===== src/cso_defs.svh =====
`ifndef CSO_DEFS_SVH
`define CSO_DEFS_SVH

// Register byte offsets
`define CSO_OFF_CTRL 8'h00
`define CSO_OFF_DST 8'h04
`define CSO_OFF_SRC 8'h08
`define CSO_OFF_FLAGS 8'h0C
`define CSO_OFF_GUARD 8'h10
`define CSO_OFF_STATUS 8'h14
`define CSO_OFF_RESULT 8'h18

// Control register fields
`define CSO_CTRL_START_BIT 8

// Flag register field positions
`define CSO_FLAG_C_BIT 7
`define CSO_FLAG_Z_BIT 6
`define CSO_FLAG_S_BIT 5
`define CSO_FLAG_V_BIT 4

// Status register field positions
`define CSO_ST_BUSY_BIT 0
`define CSO_ST_HALTED_BIT 1
`define CSO_ST_REDIR_BIT 2
`define CSO_ST_ILLEGAL_BIT 3
`define CSO_ST_DONE_BIT 4
`define CSO_ST_FORM_LSB 5
`define CSO_ST_BYTES_LSB 8
`define CSO_ST_CYCLES_LSB 12

// Reset values and guard unlock value
`define CSO_RST_BYTE 8'h00
`define CSO_RST_GUARD 8'h00
`define CSO_GUARD_UNLOCK 8'hA5

// Opcode encodings
`define CSO_OP_SET_CARRY 8'hDF
`define CSO_OP_HALT 8'h7F
`define CSO_OP_SHIFT_R 8'hD0
`define CSO_OP_SHIFT_IR 8'hD1
`define CSO_HI_SUB 4'h2
`define CSO_HI_TEST_INV 4'h6
`define CSO_HI_TEST 4'h7
`define CSO_LO_WW 4'h2
`define CSO_LO_WIND 4'h3
`define CSO_LO_RR 4'h4
`define CSO_LO_RIND 4'h5
`define CSO_LO_RIMM 4'h6
`define CSO_OP_SUB_WW {`CSO_HI_SUB, `CSO_LO_WW}
`define CSO_OP_SUB_RR {`CSO_HI_SUB, `CSO_LO_RR}

// Lengths and cycle counts
`define CSO_CYC_SHORT 3'h4
`define CSO_CYC_LONG 3'h6
`define CSO_CYC_ILLEGAL 3'h1
`define CSO_LEN_ONE 2'h1
`define CSO_LEN_TWO 2'h2
`define CSO_LEN_THREE 2'h3

`endif


===== src/cso_pkg.sv =====
`default_nettype none

package cso_pkg;

    typedef enum logic [1:0] {PH_IDLE, PH_EXEC, PH_HALTED} cso_phase_t;

    typedef enum logic [1:0] {FORM_NONE, FORM_REG, FORM_INDIRECT, FORM_IMMEDIATE} cso_form_t;

    typedef enum logic [2:0] {
        CLS_ILLEGAL, CLS_SET_CARRY, CLS_SHIFT, CLS_HALT, CLS_SUB, CLS_TEST_INV, CLS_TEST
    } cso_class_t;

    typedef struct packed {
        logic c;
        logic z;
        logic s;
        logic v;
    } cso_flags_t;

    typedef struct packed {
        cso_phase_t phase;
        logic [2:0] cnt;
        logic [7:0] opcode;
        logic [7:0] dst;
        logic [7:0] src;
        cso_flags_t flags;
        logic [7:0] guard;
        logic [7:0] result;
        logic redirSticky;
        logic illegalSticky;
        logic doneSticky;
        logic pcRedirect;
        logic [31:0] rdata;
    } cso_state_t;

endpackage

`default_nettype wire


===== src/cso_alu_if.sv =====
`timescale 1ns/100ps
`default_nettype none

interface cso_alu_if;
    logic [7:0] opcode;
    logic [7:0] dstVal;
    logic [7:0] srcVal;
    cso_pkg::cso_flags_t flagsIn;
    logic [7:0] result;
    cso_pkg::cso_flags_t flagsOut;
    logic writeBack;
    cso_pkg::cso_class_t opClass;
    cso_pkg::cso_form_t srcForm;
    logic [1:0] byteLen;
    logic [2:0] cycleCnt;

    modport core (
        output opcode, dstVal, srcVal, flagsIn,
        input result, flagsOut, writeBack, opClass, srcForm, byteLen, cycleCnt
    );
    modport alu (
        input opcode, dstVal, srcVal, flagsIn,
        output result, flagsOut, writeBack, opClass, srcForm, byteLen, cycleCnt
    );
endinterface

`default_nettype wire


===== src/cso_alu.sv =====
`timescale 1ns/100ps
`default_nettype none
`include "cso_defs.svh"

module cso_alu (
    cso_alu_if.alu aluBus // Operands in, result and decode out
);
    logic [8:0] sum9;
    logic [3:0] hi;
    logic [3:0] lo;

    // Decode, then evaluate the selected operation
    always_comb begin
        hi = aluBus.opcode[7:4];
        lo = aluBus.opcode[3:0];
        // Difference built by adding the two's complement of the source
        sum9 = {1'b0, aluBus.dstVal} + {1'b0, ~aluBus.srcVal} + 9'h001;
        aluBus.opClass = cso_pkg::CLS_ILLEGAL;
        aluBus.srcForm = cso_pkg::FORM_NONE;
        aluBus.byteLen = `CSO_LEN_ONE;
        aluBus.cycleCnt = `CSO_CYC_ILLEGAL;
        aluBus.result = aluBus.dstVal;
        aluBus.flagsOut = aluBus.flagsIn;
        aluBus.writeBack = 1'b0;
        if (aluBus.opcode == `CSO_OP_SET_CARRY) begin
            aluBus.opClass = cso_pkg::CLS_SET_CARRY;
            aluBus.cycleCnt = `CSO_CYC_SHORT;
        end else if (aluBus.opcode == `CSO_OP_HALT) begin
            aluBus.opClass = cso_pkg::CLS_HALT;
            aluBus.cycleCnt = `CSO_CYC_SHORT;
        end else if (aluBus.opcode == `CSO_OP_SHIFT_R || aluBus.opcode == `CSO_OP_SHIFT_IR) begin
            aluBus.opClass = cso_pkg::CLS_SHIFT;
            aluBus.byteLen = `CSO_LEN_TWO;
            aluBus.cycleCnt = `CSO_CYC_SHORT;
            aluBus.srcForm = (aluBus.opcode == `CSO_OP_SHIFT_R) ?
                cso_pkg::FORM_REG : cso_pkg::FORM_INDIRECT;
        end else if ((hi == `CSO_HI_SUB || hi == `CSO_HI_TEST_INV || hi == `CSO_HI_TEST)
                && lo >= `CSO_LO_WW && lo <= `CSO_LO_RIMM) begin
            // Same five operand forms for all three two-operand groups
            aluBus.opClass = (hi == `CSO_HI_SUB) ? cso_pkg::CLS_SUB :
                (hi == `CSO_HI_TEST_INV) ? cso_pkg::CLS_TEST_INV : cso_pkg::CLS_TEST;
            aluBus.byteLen = (lo <= `CSO_LO_WIND) ? `CSO_LEN_TWO : `CSO_LEN_THREE;
            aluBus.cycleCnt = (lo == `CSO_LO_WW) ? `CSO_CYC_SHORT : `CSO_CYC_LONG;
            aluBus.srcForm = (lo == `CSO_LO_RIMM) ? cso_pkg::FORM_IMMEDIATE :
                (lo == `CSO_LO_WIND || lo == `CSO_LO_RIND) ?
                cso_pkg::FORM_INDIRECT : cso_pkg::FORM_REG;
        end
        // Result and flags per class
        unique case (aluBus.opClass)
            cso_pkg::CLS_SET_CARRY: begin
                aluBus.flagsOut.c = 1'b1;
            end
            cso_pkg::CLS_SHIFT: begin
                aluBus.result = {aluBus.dstVal[7], aluBus.dstVal[7:1]};
                aluBus.writeBack = 1'b1;
                aluBus.flagsOut.c = aluBus.dstVal[0];
                aluBus.flagsOut.z = ({aluBus.dstVal[7], aluBus.dstVal[7:1]} == 8'h00);
                aluBus.flagsOut.s = aluBus.dstVal[7];
                aluBus.flagsOut.v = 1'b0;
            end
            cso_pkg::CLS_SUB: begin
                aluBus.result = sum9[7:0];
                aluBus.writeBack = 1'b1;
                aluBus.flagsOut.c = ~sum9[8];
                aluBus.flagsOut.z = (sum9[7:0] == 8'h00);
                aluBus.flagsOut.s = sum9[7];
                aluBus.flagsOut.v = (aluBus.dstVal[7] != aluBus.srcVal[7])
                    && (sum9[7] == aluBus.srcVal[7]);
            end
            cso_pkg::CLS_TEST_INV: begin
                aluBus.result = ~aluBus.dstVal & aluBus.srcVal;
                aluBus.flagsOut.z = ((~aluBus.dstVal & aluBus.srcVal) == 8'h00);
                aluBus.flagsOut.s = ~aluBus.dstVal[7] & aluBus.srcVal[7];
                aluBus.flagsOut.v = 1'b0;
            end
            cso_pkg::CLS_TEST: begin
                aluBus.result = aluBus.dstVal & aluBus.srcVal;
                aluBus.flagsOut.z = ((aluBus.dstVal & aluBus.srcVal) == 8'h00);
                aluBus.flagsOut.s = aluBus.dstVal[7] & aluBus.srcVal[7];
                aluBus.flagsOut.v = 1'b0;
            end
            default: begin
                // Halt and unknown opcodes leave operands and flags alone
                aluBus.writeBack = 1'b0;
            end
        endcase
    end
endmodule

`default_nettype wire


===== src/flat_wrapper.sv =====
// flat-port wrapper written by rule: the top's interface ports become plain ports
module cso_alu_flat 
  (aluBus_opcode, aluBus_dstVal, aluBus_srcVal, aluBus_flagsIn, aluBus_result, aluBus_flagsOut, aluBus_writeBack, aluBus_opClass, aluBus_srcForm, aluBus_byteLen, aluBus_cycleCnt);
  cso_alu_if aluBus_i ();
  input wire logic [$bits(aluBus_i.opcode)-1:0] aluBus_opcode;
  input wire logic [$bits(aluBus_i.dstVal)-1:0] aluBus_dstVal;
  input wire logic [$bits(aluBus_i.srcVal)-1:0] aluBus_srcVal;
  input wire logic [$bits(aluBus_i.flagsIn)-1:0] aluBus_flagsIn;
  output wire logic [$bits(aluBus_i.result)-1:0] aluBus_result;
  output wire logic [$bits(aluBus_i.flagsOut)-1:0] aluBus_flagsOut;
  output wire logic [$bits(aluBus_i.writeBack)-1:0] aluBus_writeBack;
  output wire logic [$bits(aluBus_i.opClass)-1:0] aluBus_opClass;
  output wire logic [$bits(aluBus_i.srcForm)-1:0] aluBus_srcForm;
  output wire logic [$bits(aluBus_i.byteLen)-1:0] aluBus_byteLen;
  output wire logic [$bits(aluBus_i.cycleCnt)-1:0] aluBus_cycleCnt;
  assign aluBus_i.opcode = aluBus_opcode;
  assign aluBus_i.dstVal = aluBus_dstVal;
  assign aluBus_i.srcVal = aluBus_srcVal;
  assign aluBus_i.flagsIn = aluBus_flagsIn;
  assign aluBus_result = aluBus_i.result;
  assign aluBus_flagsOut = aluBus_i.flagsOut;
  assign aluBus_writeBack = aluBus_i.writeBack;
  assign aluBus_opClass = aluBus_i.opClass;
  assign aluBus_srcForm = aluBus_i.srcForm;
  assign aluBus_byteLen = aluBus_i.byteLen;
  assign aluBus_cycleCnt = aluBus_i.cycleCnt;
  cso_alu u_core (.aluBus(aluBus_i));
endmodule

===== config.mk =====
export PLATFORM = sky130hd
export DESIGN_NAME = cso_alu_flat
export DESIGN_NICKNAME = d
export VERILOG_FILES = /design/src/cso_pkg.sv /design/src/cso_alu_if.sv /design/src/cso_alu.sv /design/src/flat_wrapper.sv
export VERILOG_INCLUDE_DIRS = /design/src
export SDC_FILE = /design/constraint.sdc
export NUM_CORES = 1
export LEC_CHECK = 0
export ABC_CLOCK_PERIOD_IN_PS = 2000
export BUFFER_PORTS_ARGS = -buffer_cell sky130_fd_sc_hd__buf_2
export CELL_PAD_IN_SITES_DETAIL_PLACEMENT = 0
export CELL_PAD_IN_SITES_GLOBAL_PLACEMENT = 2
export CORE_ASPECT_RATIO = 2
export CORE_MARGIN = 5
export CORE_UTILIZATION = 27
export DETAILED_ROUTE_END_ITERATION = 6
export GPL_ROUTABILITY_DRIVEN = 0
export PLACE_DENSITY_LB_ADDON = 0.12
export SLEW_MARGIN = 20
export SYNTH_ARGS = -nofsm -noshare
export SYNTH_HDL_FRONTEND = slang
export SYNTH_SLANG_ARGS = --single-unit

===== constraint.sdc =====
create_clock -name vclk -period 2
set_input_delay 0 -clock vclk [all_inputs]
set_output_delay 0 -clock vclk [all_outputs]
set_load 0.005 [all_outputs]

# After elaboration in Yosys (flattened, before gate mapping)
# Cells that the tools add are included.
[totals]
regBits = 0
[op_classes]
addsub = 2
magnitude_cmp = 3
eq_ne = 18
n_mux = 27
bitwise_logic = 8
n_reduce_logical = 12
[op_table]
columns = ["operator", "n"]
rows = [
  ["8-bit logical NOT", 4],
  ["8-bit case mux with 4 select lines", 1],
  ["3-bit two-way mux", 9],
  ["2-bit two-way mux", 13],
  ["8-bit equality test, second input constant", 3],
  ["8-bit bitwise AND", 2],
  ["4-bit by 3-bit equality test with 1-bit output, second input constant", 4],
  ["8-bit inverter", 2],
  ["4-bit by 2-bit equality test with 1-bit output, second input constant", 3],
  ["3-bit case mux with 4 select lines", 1],
  ["8-bit by 8-bit adder with 9-bit output", 1],
  ["9-bit by 1-bit adder with 9-bit output, second input constant", 1],
  ["3-bit equality test, second input constant", 3],
  ["8-bit by 7-bit equality test with 1-bit output, second input constant", 1],
  ["4-bit by 2-bit greater-or-equal comparator with 1-bit output, second input constant", 1],
  ["4-bit by 2-bit less-or-equal comparator with 1-bit output, second input constant", 1],
  ["4-bit by 3-bit less-or-equal comparator with 1-bit output, second input constant", 1],
  ["1-bit logical OR", 4],
  ["3-bit by 1-bit equality test with 1-bit output, second input constant", 1],
  ["3-bit by 2-bit equality test with 1-bit output, second input constant", 1],
  ["1-bit logical AND", 3],
  ["1-bit case mux with 3 select lines", 1],
  ["1-bit bitwise AND", 2],
  ["1-bit two-way mux", 2],
  ["4 further kinds", 5],
]

# Longest topological paths before layout
[depth]
ltp_word = 12
mapped_depth = 10

# Least setup slack after synthesis
# No wires, ideal clock.
[synth_path]
kind = "input port to output port"
from = "in aluBus_dstVal[0]"
to = "out aluBus_flagsOut[2]"
t_arrival_ns = 1.827
t_required_ns = 2.000
setup_slack_ns = 0.173
path_stages = 9
path_buffers = 0
path_cell_list = "inv_1 ha_1 inv_1 fa_1 a21o_1 a21oi_1 xnor2_1 or4b_1 o41ai_2"
[synth_via]
elab_chain_cells = 4
word_cells_on_any_way = 9
[synth_rtl]
columns = ["element", "line", "text"]
rows = [
  ["start, declared", "flat_wrapper.sv:6", "input wire logic [$bits(aluBus_i.dstVal)-1:0] aluBus_dstVal;"],
  ["8-bit by 8-bit adder with 9-bit output / 8-bit inverter (equally long branches)", "cso_alu.sv:17, cso_alu.sv:72", ""],
  ["9-bit by 1-bit adder with 9-bit output / 8-bit bitwise AND (equally long branches)", "cso_alu.sv:17, cso_alu.sv:72", ""],
  ["8-bit logical NOT (on tied branches)", "cso_alu.sv:65, cso_alu.sv:72", ""],
  ["3-bit case mux with 4 select lines (*)", "cso_alu.sv:49", "unique case (aluBus.opClass)"],
  ["end, declared", "flat_wrapper.sv:10", "output wire logic [$bits(aluBus_i.flagsOut)-1:0] aluBus_flagsOut;"],
]
# Every way passes the cells marked *; elsewhere a longest branch is shown, timed or not.

# Worst setup path after layout
# Ends and elaborated chain as after synthesis.

==> report_table.html <==
<table>
<tr><th>Metric</th><th>Value</th></tr>
<tr><th colspan="2">Timing</th></tr>
<tr><td>Final number of max-transition violations</td><td>0</td></tr>
<tr><td>Post-route setup slack</td><td>35.43 ps</td></tr>
<tr><td>Final min period</td><td>1965 ps</td></tr>
<tr><td>Transition time of the tightest slew-check pin</td><td>426.8 ps</td></tr>
<tr><td>Slew HR</td><td>0.7155</td></tr>
<tr><td>Highest attainable clock frequency</td><td>0.5090 GHz</td></tr>
<tr><td>Final hold viol count</td><td>0</td></tr>
<tr><td>Tcrit/Tclk final</td><td>0.9823</td></tr>
<tr><td>Setup repair after global routing missed its margin</td><td>true</td></tr>
<tr><td>Number of setup violations in the final report</td><td>0</td></tr>
<tr><td>Post-route worst hold slack</td><td>285.6 ps</td></tr>
<tr><th colspan="2">Layout</th></tr>
<tr><td>Layout overhead on the synthesized area</td><td>41.26%</td></tr>
<tr><td>Total inserted antenna cells</td><td>0</td></tr>
<tr><td>Final cell utilization of the core</td><td>0.3894</td></tr>
<tr><td># clk buffers</td><td>0</td></tr>
<tr><td>Sequential cell area</td><td>0 um2</td></tr>
<tr><td>Nets@finish</td><td>296</td></tr>
<tr><td>Count of sequential standard cells</td><td>0</td></tr>
<tr><td>Fraction of layout cells with a size suffix above 1</td><td>0.3926</td></tr>
<tr><th colspan="2">Detailed routing</th></tr>
<tr><td>Total wire length after detailed routing</td><td>4.694 mm</td></tr>
<tr><td>Average routed wire per standard cell</td><td>15.80 um</td></tr>
<tr><td>DRC Markers</td><td>0</td></tr>
<tr><td>1st-iter DRT viols</td><td>72</td></tr>
<tr><td>Via density per instance</td><td>5.148</td></tr>
<tr><td>Number of iterations in the first detailed-routing pass</td><td>6</td></tr>
<tr><td>Final ANT Viol Nets</td><td>0</td></tr>
<tr><td>Total via count after detailed routing</td><td>1529</td></tr>
<tr><th colspan="2">Setup path</th></tr>
<tr><td>Largest incremental delay on the critical path</td><td>470 ps</td></tr>
<tr><td>CP required</td><td>2000 ps</td></tr>
<tr><td>Type of the setup path with the least slack</td><td>input pin to primary output</td></tr>
<tr><td>Worst Setup End Kind</td><td>primary output</td></tr>
<tr><td>Cell with the largest stage delay on the worst path</td><td>or4b_4</td></tr>
<tr><td>Arrival time at the worst endpoint</td><td>1960 ps</td></tr>
<tr><td>Startpoint types</td><td>input pin</td></tr>
<tr><td>Maximum net fanout on the critical path</td><td>2</td></tr>
<tr><td>Capturing element of the worst setup path</td><td>aluBus_flagsOut[2]</td></tr>
<tr><td>Worst Setup SP</td><td>aluBus_dstVal[0]</td></tr>
<tr><td>CP Cell Sequence</td><td>buf_8, inv_4, ha_4, inv_2, fa_2, buf_6, xor2_2, nor3_2, or4b_4, o41ai_2, buf_2</td></tr>
<tr><th colspan="2">GRT</th></tr>
<tr><td>Wire length of the first global-routing pass</td><td>7.486 mm</td></tr>
<tr><td>Number of global-route vias before repair</td><td>1599</td></tr>
<tr><td>Total track usage</td><td>0.1496</td></tr>
<tr><td>Initial antenna violation count</td><td>0</td></tr>
<tr><td>Sum of overflow across all layers after global routing</td><td>0</td></tr>
<tr><td>Largest net degree at the start of global routing</td><td>12</td></tr>
<tr><th colspan="2">Power</th></tr>
<tr><td>Sum of internal, switching and leakage power</td><td>0.4054 mW</td></tr>
<tr><td>Power density over cell area</td><td>226.4 nW/um2</td></tr>
<tr><td>LEAKAGE</td><td>0.8967 nW</td></tr>
<tr><td>Peak VDD IR</td><td>0.0001117 V</td></tr>
<tr><th colspan="2">Placed design</th></tr>
<tr><td>HPWL after detailed placement</td><td>4.183 mm</td></tr>
<tr><td>Post-place setup slack</td><td>-107.3 ps</td></tr>
<tr><td>Number of buffer cells added on primary ports</td><td>51</td></tr>
<tr><th colspan="2">Die</th></tr>
<tr><td>Die X-Extent</td><td>58.45 um</td></tr>
<tr><td>Core outline area</td><td>4598 um2</td></tr>
<tr><td>Io pins</td><td>51</td></tr>
<tr><td>Standard-cell row count</td><td>35</td></tr>
<tr><td>Die Outline Area</td><td>6247 um2</td></tr>
<tr><td>Die extent in y</td><td>106.9 um</td></tr>
<tr><td>Initial cell density of the core</td><td>0.2756</td></tr>
<tr><th colspan="2">Logic synthesis</th></tr>
<tr><td>Number of synthesis warnings</td><td>0</td></tr>
<tr><td>Number of unique standard cell types used by synthesis</td><td>45</td></tr>
<tr><td>Number of nets produced by synthesis</td><td>230</td></tr>
<tr><td>Synthesized netlist cell count</td><td>178</td></tr>
<tr><td>Netlist area before placement</td><td>1267 um2</td></tr>
<tr><td>Part of the Yosys area used for sequential elements</td><td>0</td></tr>
<tr><td>Synthesized area per cell</td><td>7.121 um2</td></tr>
<tr><th colspan="2">Status</th></tr>
<tr><td>Run status</td><td>finished, final reports clean</td></tr>
<tr><th colspan="2">Clock tree</th></tr>
<tr><td>Hold_buf cts</td><td>0</td></tr>
<tr><th colspan="2">Run</th></tr>
<tr><td># Max-Cap Violations</td><td>0</td></tr>
<tr><th colspan="2">Worst hold path</th></tr>
<tr><td>Type of the tightest min-delay check</td><td>input pin to primary output</td></tr>
</table>
-- timing repair --
action                                  CTS  global route
resized for setup                        10            12
pin swaps                                 7            11
buffers inserted                          1             1
endpoints found under the hold margin     0             0
endpoints found under the setup margin    3             5
-- power by group --
group | internal (mW) | switching (mW) | leakage, nW | total (mW)
clock | 0 | 0 | 0 | 0
combinational | 0.194 | 0.211 | 0.897 | 0.405
sequential | 0 | 0 | 0 | 0
total | 0.194 | 0.211 | 0.897 | 0.405
-- how the worst min path moves through the flow --
stage,start,endpoint,cells past startpoint
after floorplan,aluBus_opcode[0],aluBus_srcForm[0],1
after global placement,aluBus_flagsIn[0],aluBus_flagsOut[0],4
after detailed placement,aluBus_flagsIn[0],aluBus_flagsOut[0],4
after CTS,aluBus_flagsIn[0],aluBus_flagsOut[0],4
after global routing,aluBus_flagsIn[0],aluBus_flagsOut[0],4
final,aluBus_flagsIn[0],aluBus_flagsOut[0],4
-- layout make-up --
class              count  area, um2
fillers              526       2808
inverters             22      85.08
well taps             55      68.82
multi-input cells    150       1225
repair buffers        70      411.6
-- cell usage in the layout, fill, tap and decap left out, types with 2 or more instances in the layout --
master | Yosys | layout
inv_2 | 1 | 3
buf_2 | 2 | 50
buf_4 | 2 | 18
o21ai_0 | 4 | 4
nand2b_1 | 4 | 4
ha_1 | 23 | 22
a21oi_2 | 0 | 2
a31oi_1 | 6 | 6
or3_1 | 2 | 2
a222oi_1 | 5 | 5
nor3_1 | 7 | 6
nor2_1 | 19 | 19
o31ai_1 | 3 | 2
nor2b_1 | 4 | 3
nor4_1 | 6 | 6
a21oi_1 | 8 | 6
xor2_1 | 3 | 2
a21o_1 | 2 | 2
inv_1 | 21 | 18
a221oi_1 | 2 | 2
a22oi_1 | 6 | 6
nor2_4 | 3 | 3
and3_1 | 4 | 4
a211oi_1 | 2 | 2
xnor2_1 | 5 | 4
nand2_1 | 11 | 11
or4b_4 | 0 | 2
o21a_1 | 3 | 3
-- worst max-delay path: cells and delay by family --
family          cells  cell delay (ps)
xor+xnor            1              170
fa+ha+maj           2              470
buf+inv             5              470
compound gates      1              210
simple gates        2              640
-- cell usage after synthesis (all sizes together) (3+ instances only) --
library cell,n,area (um2)
a211oi,3,27.52
a21oi,8,40.04
a222oi,5,50.05
a22oi,6,45.04
a31oi,6,37.54
and3,4,25.02
buf,5,36.28
ha,23,287.8
inv,22,82.58
nand2,12,47.55
nand2b,4,25.02
nor2,22,105.1
nor2b,4,25.02
nor3,7,35.03
nor4,6,37.54
o21a,3,22.52
o21ai,4,20.02
o31ai,3,22.52
xnor2,5,43.79
xor2,3,26.28
-- logic make-up after synthesis --
family,count (synthesis),synth area share
adder cells (fa/ha/maj),24,0.2428
multiplexers,1,0.008884
buffers and inverters,28,0.09674
AND/OR/NAND/NOR,69,0.2991
XOR/XNOR,8,0.05528
AO/OA/AOI/OAI,48,0.2971
-- per-stage QoR --
step                std cells  TNS (ps)  cell area, um2
floorplan                 178         0            1267
global placement          295    -118.3            1679
detailed placement        295    -176.6            1679
CTS                       296    -75.98            1725
global route              297    -109.0            1790
finish                    297         0            1790
-- per-layer routing --
metal | vias to the layer above | track usage | part of all wire
li1 | 778 | - | -
met1 | 707 | 0.1431 | 0.33
met2 | 42 | 0.3336 | 0.62
met3 | 2 | 0.004819 | 0.044
met4 | 0 | 0.008292 | 0.0045
met5 | - | 0 | 0
Power figures use the tool's default switching activity.
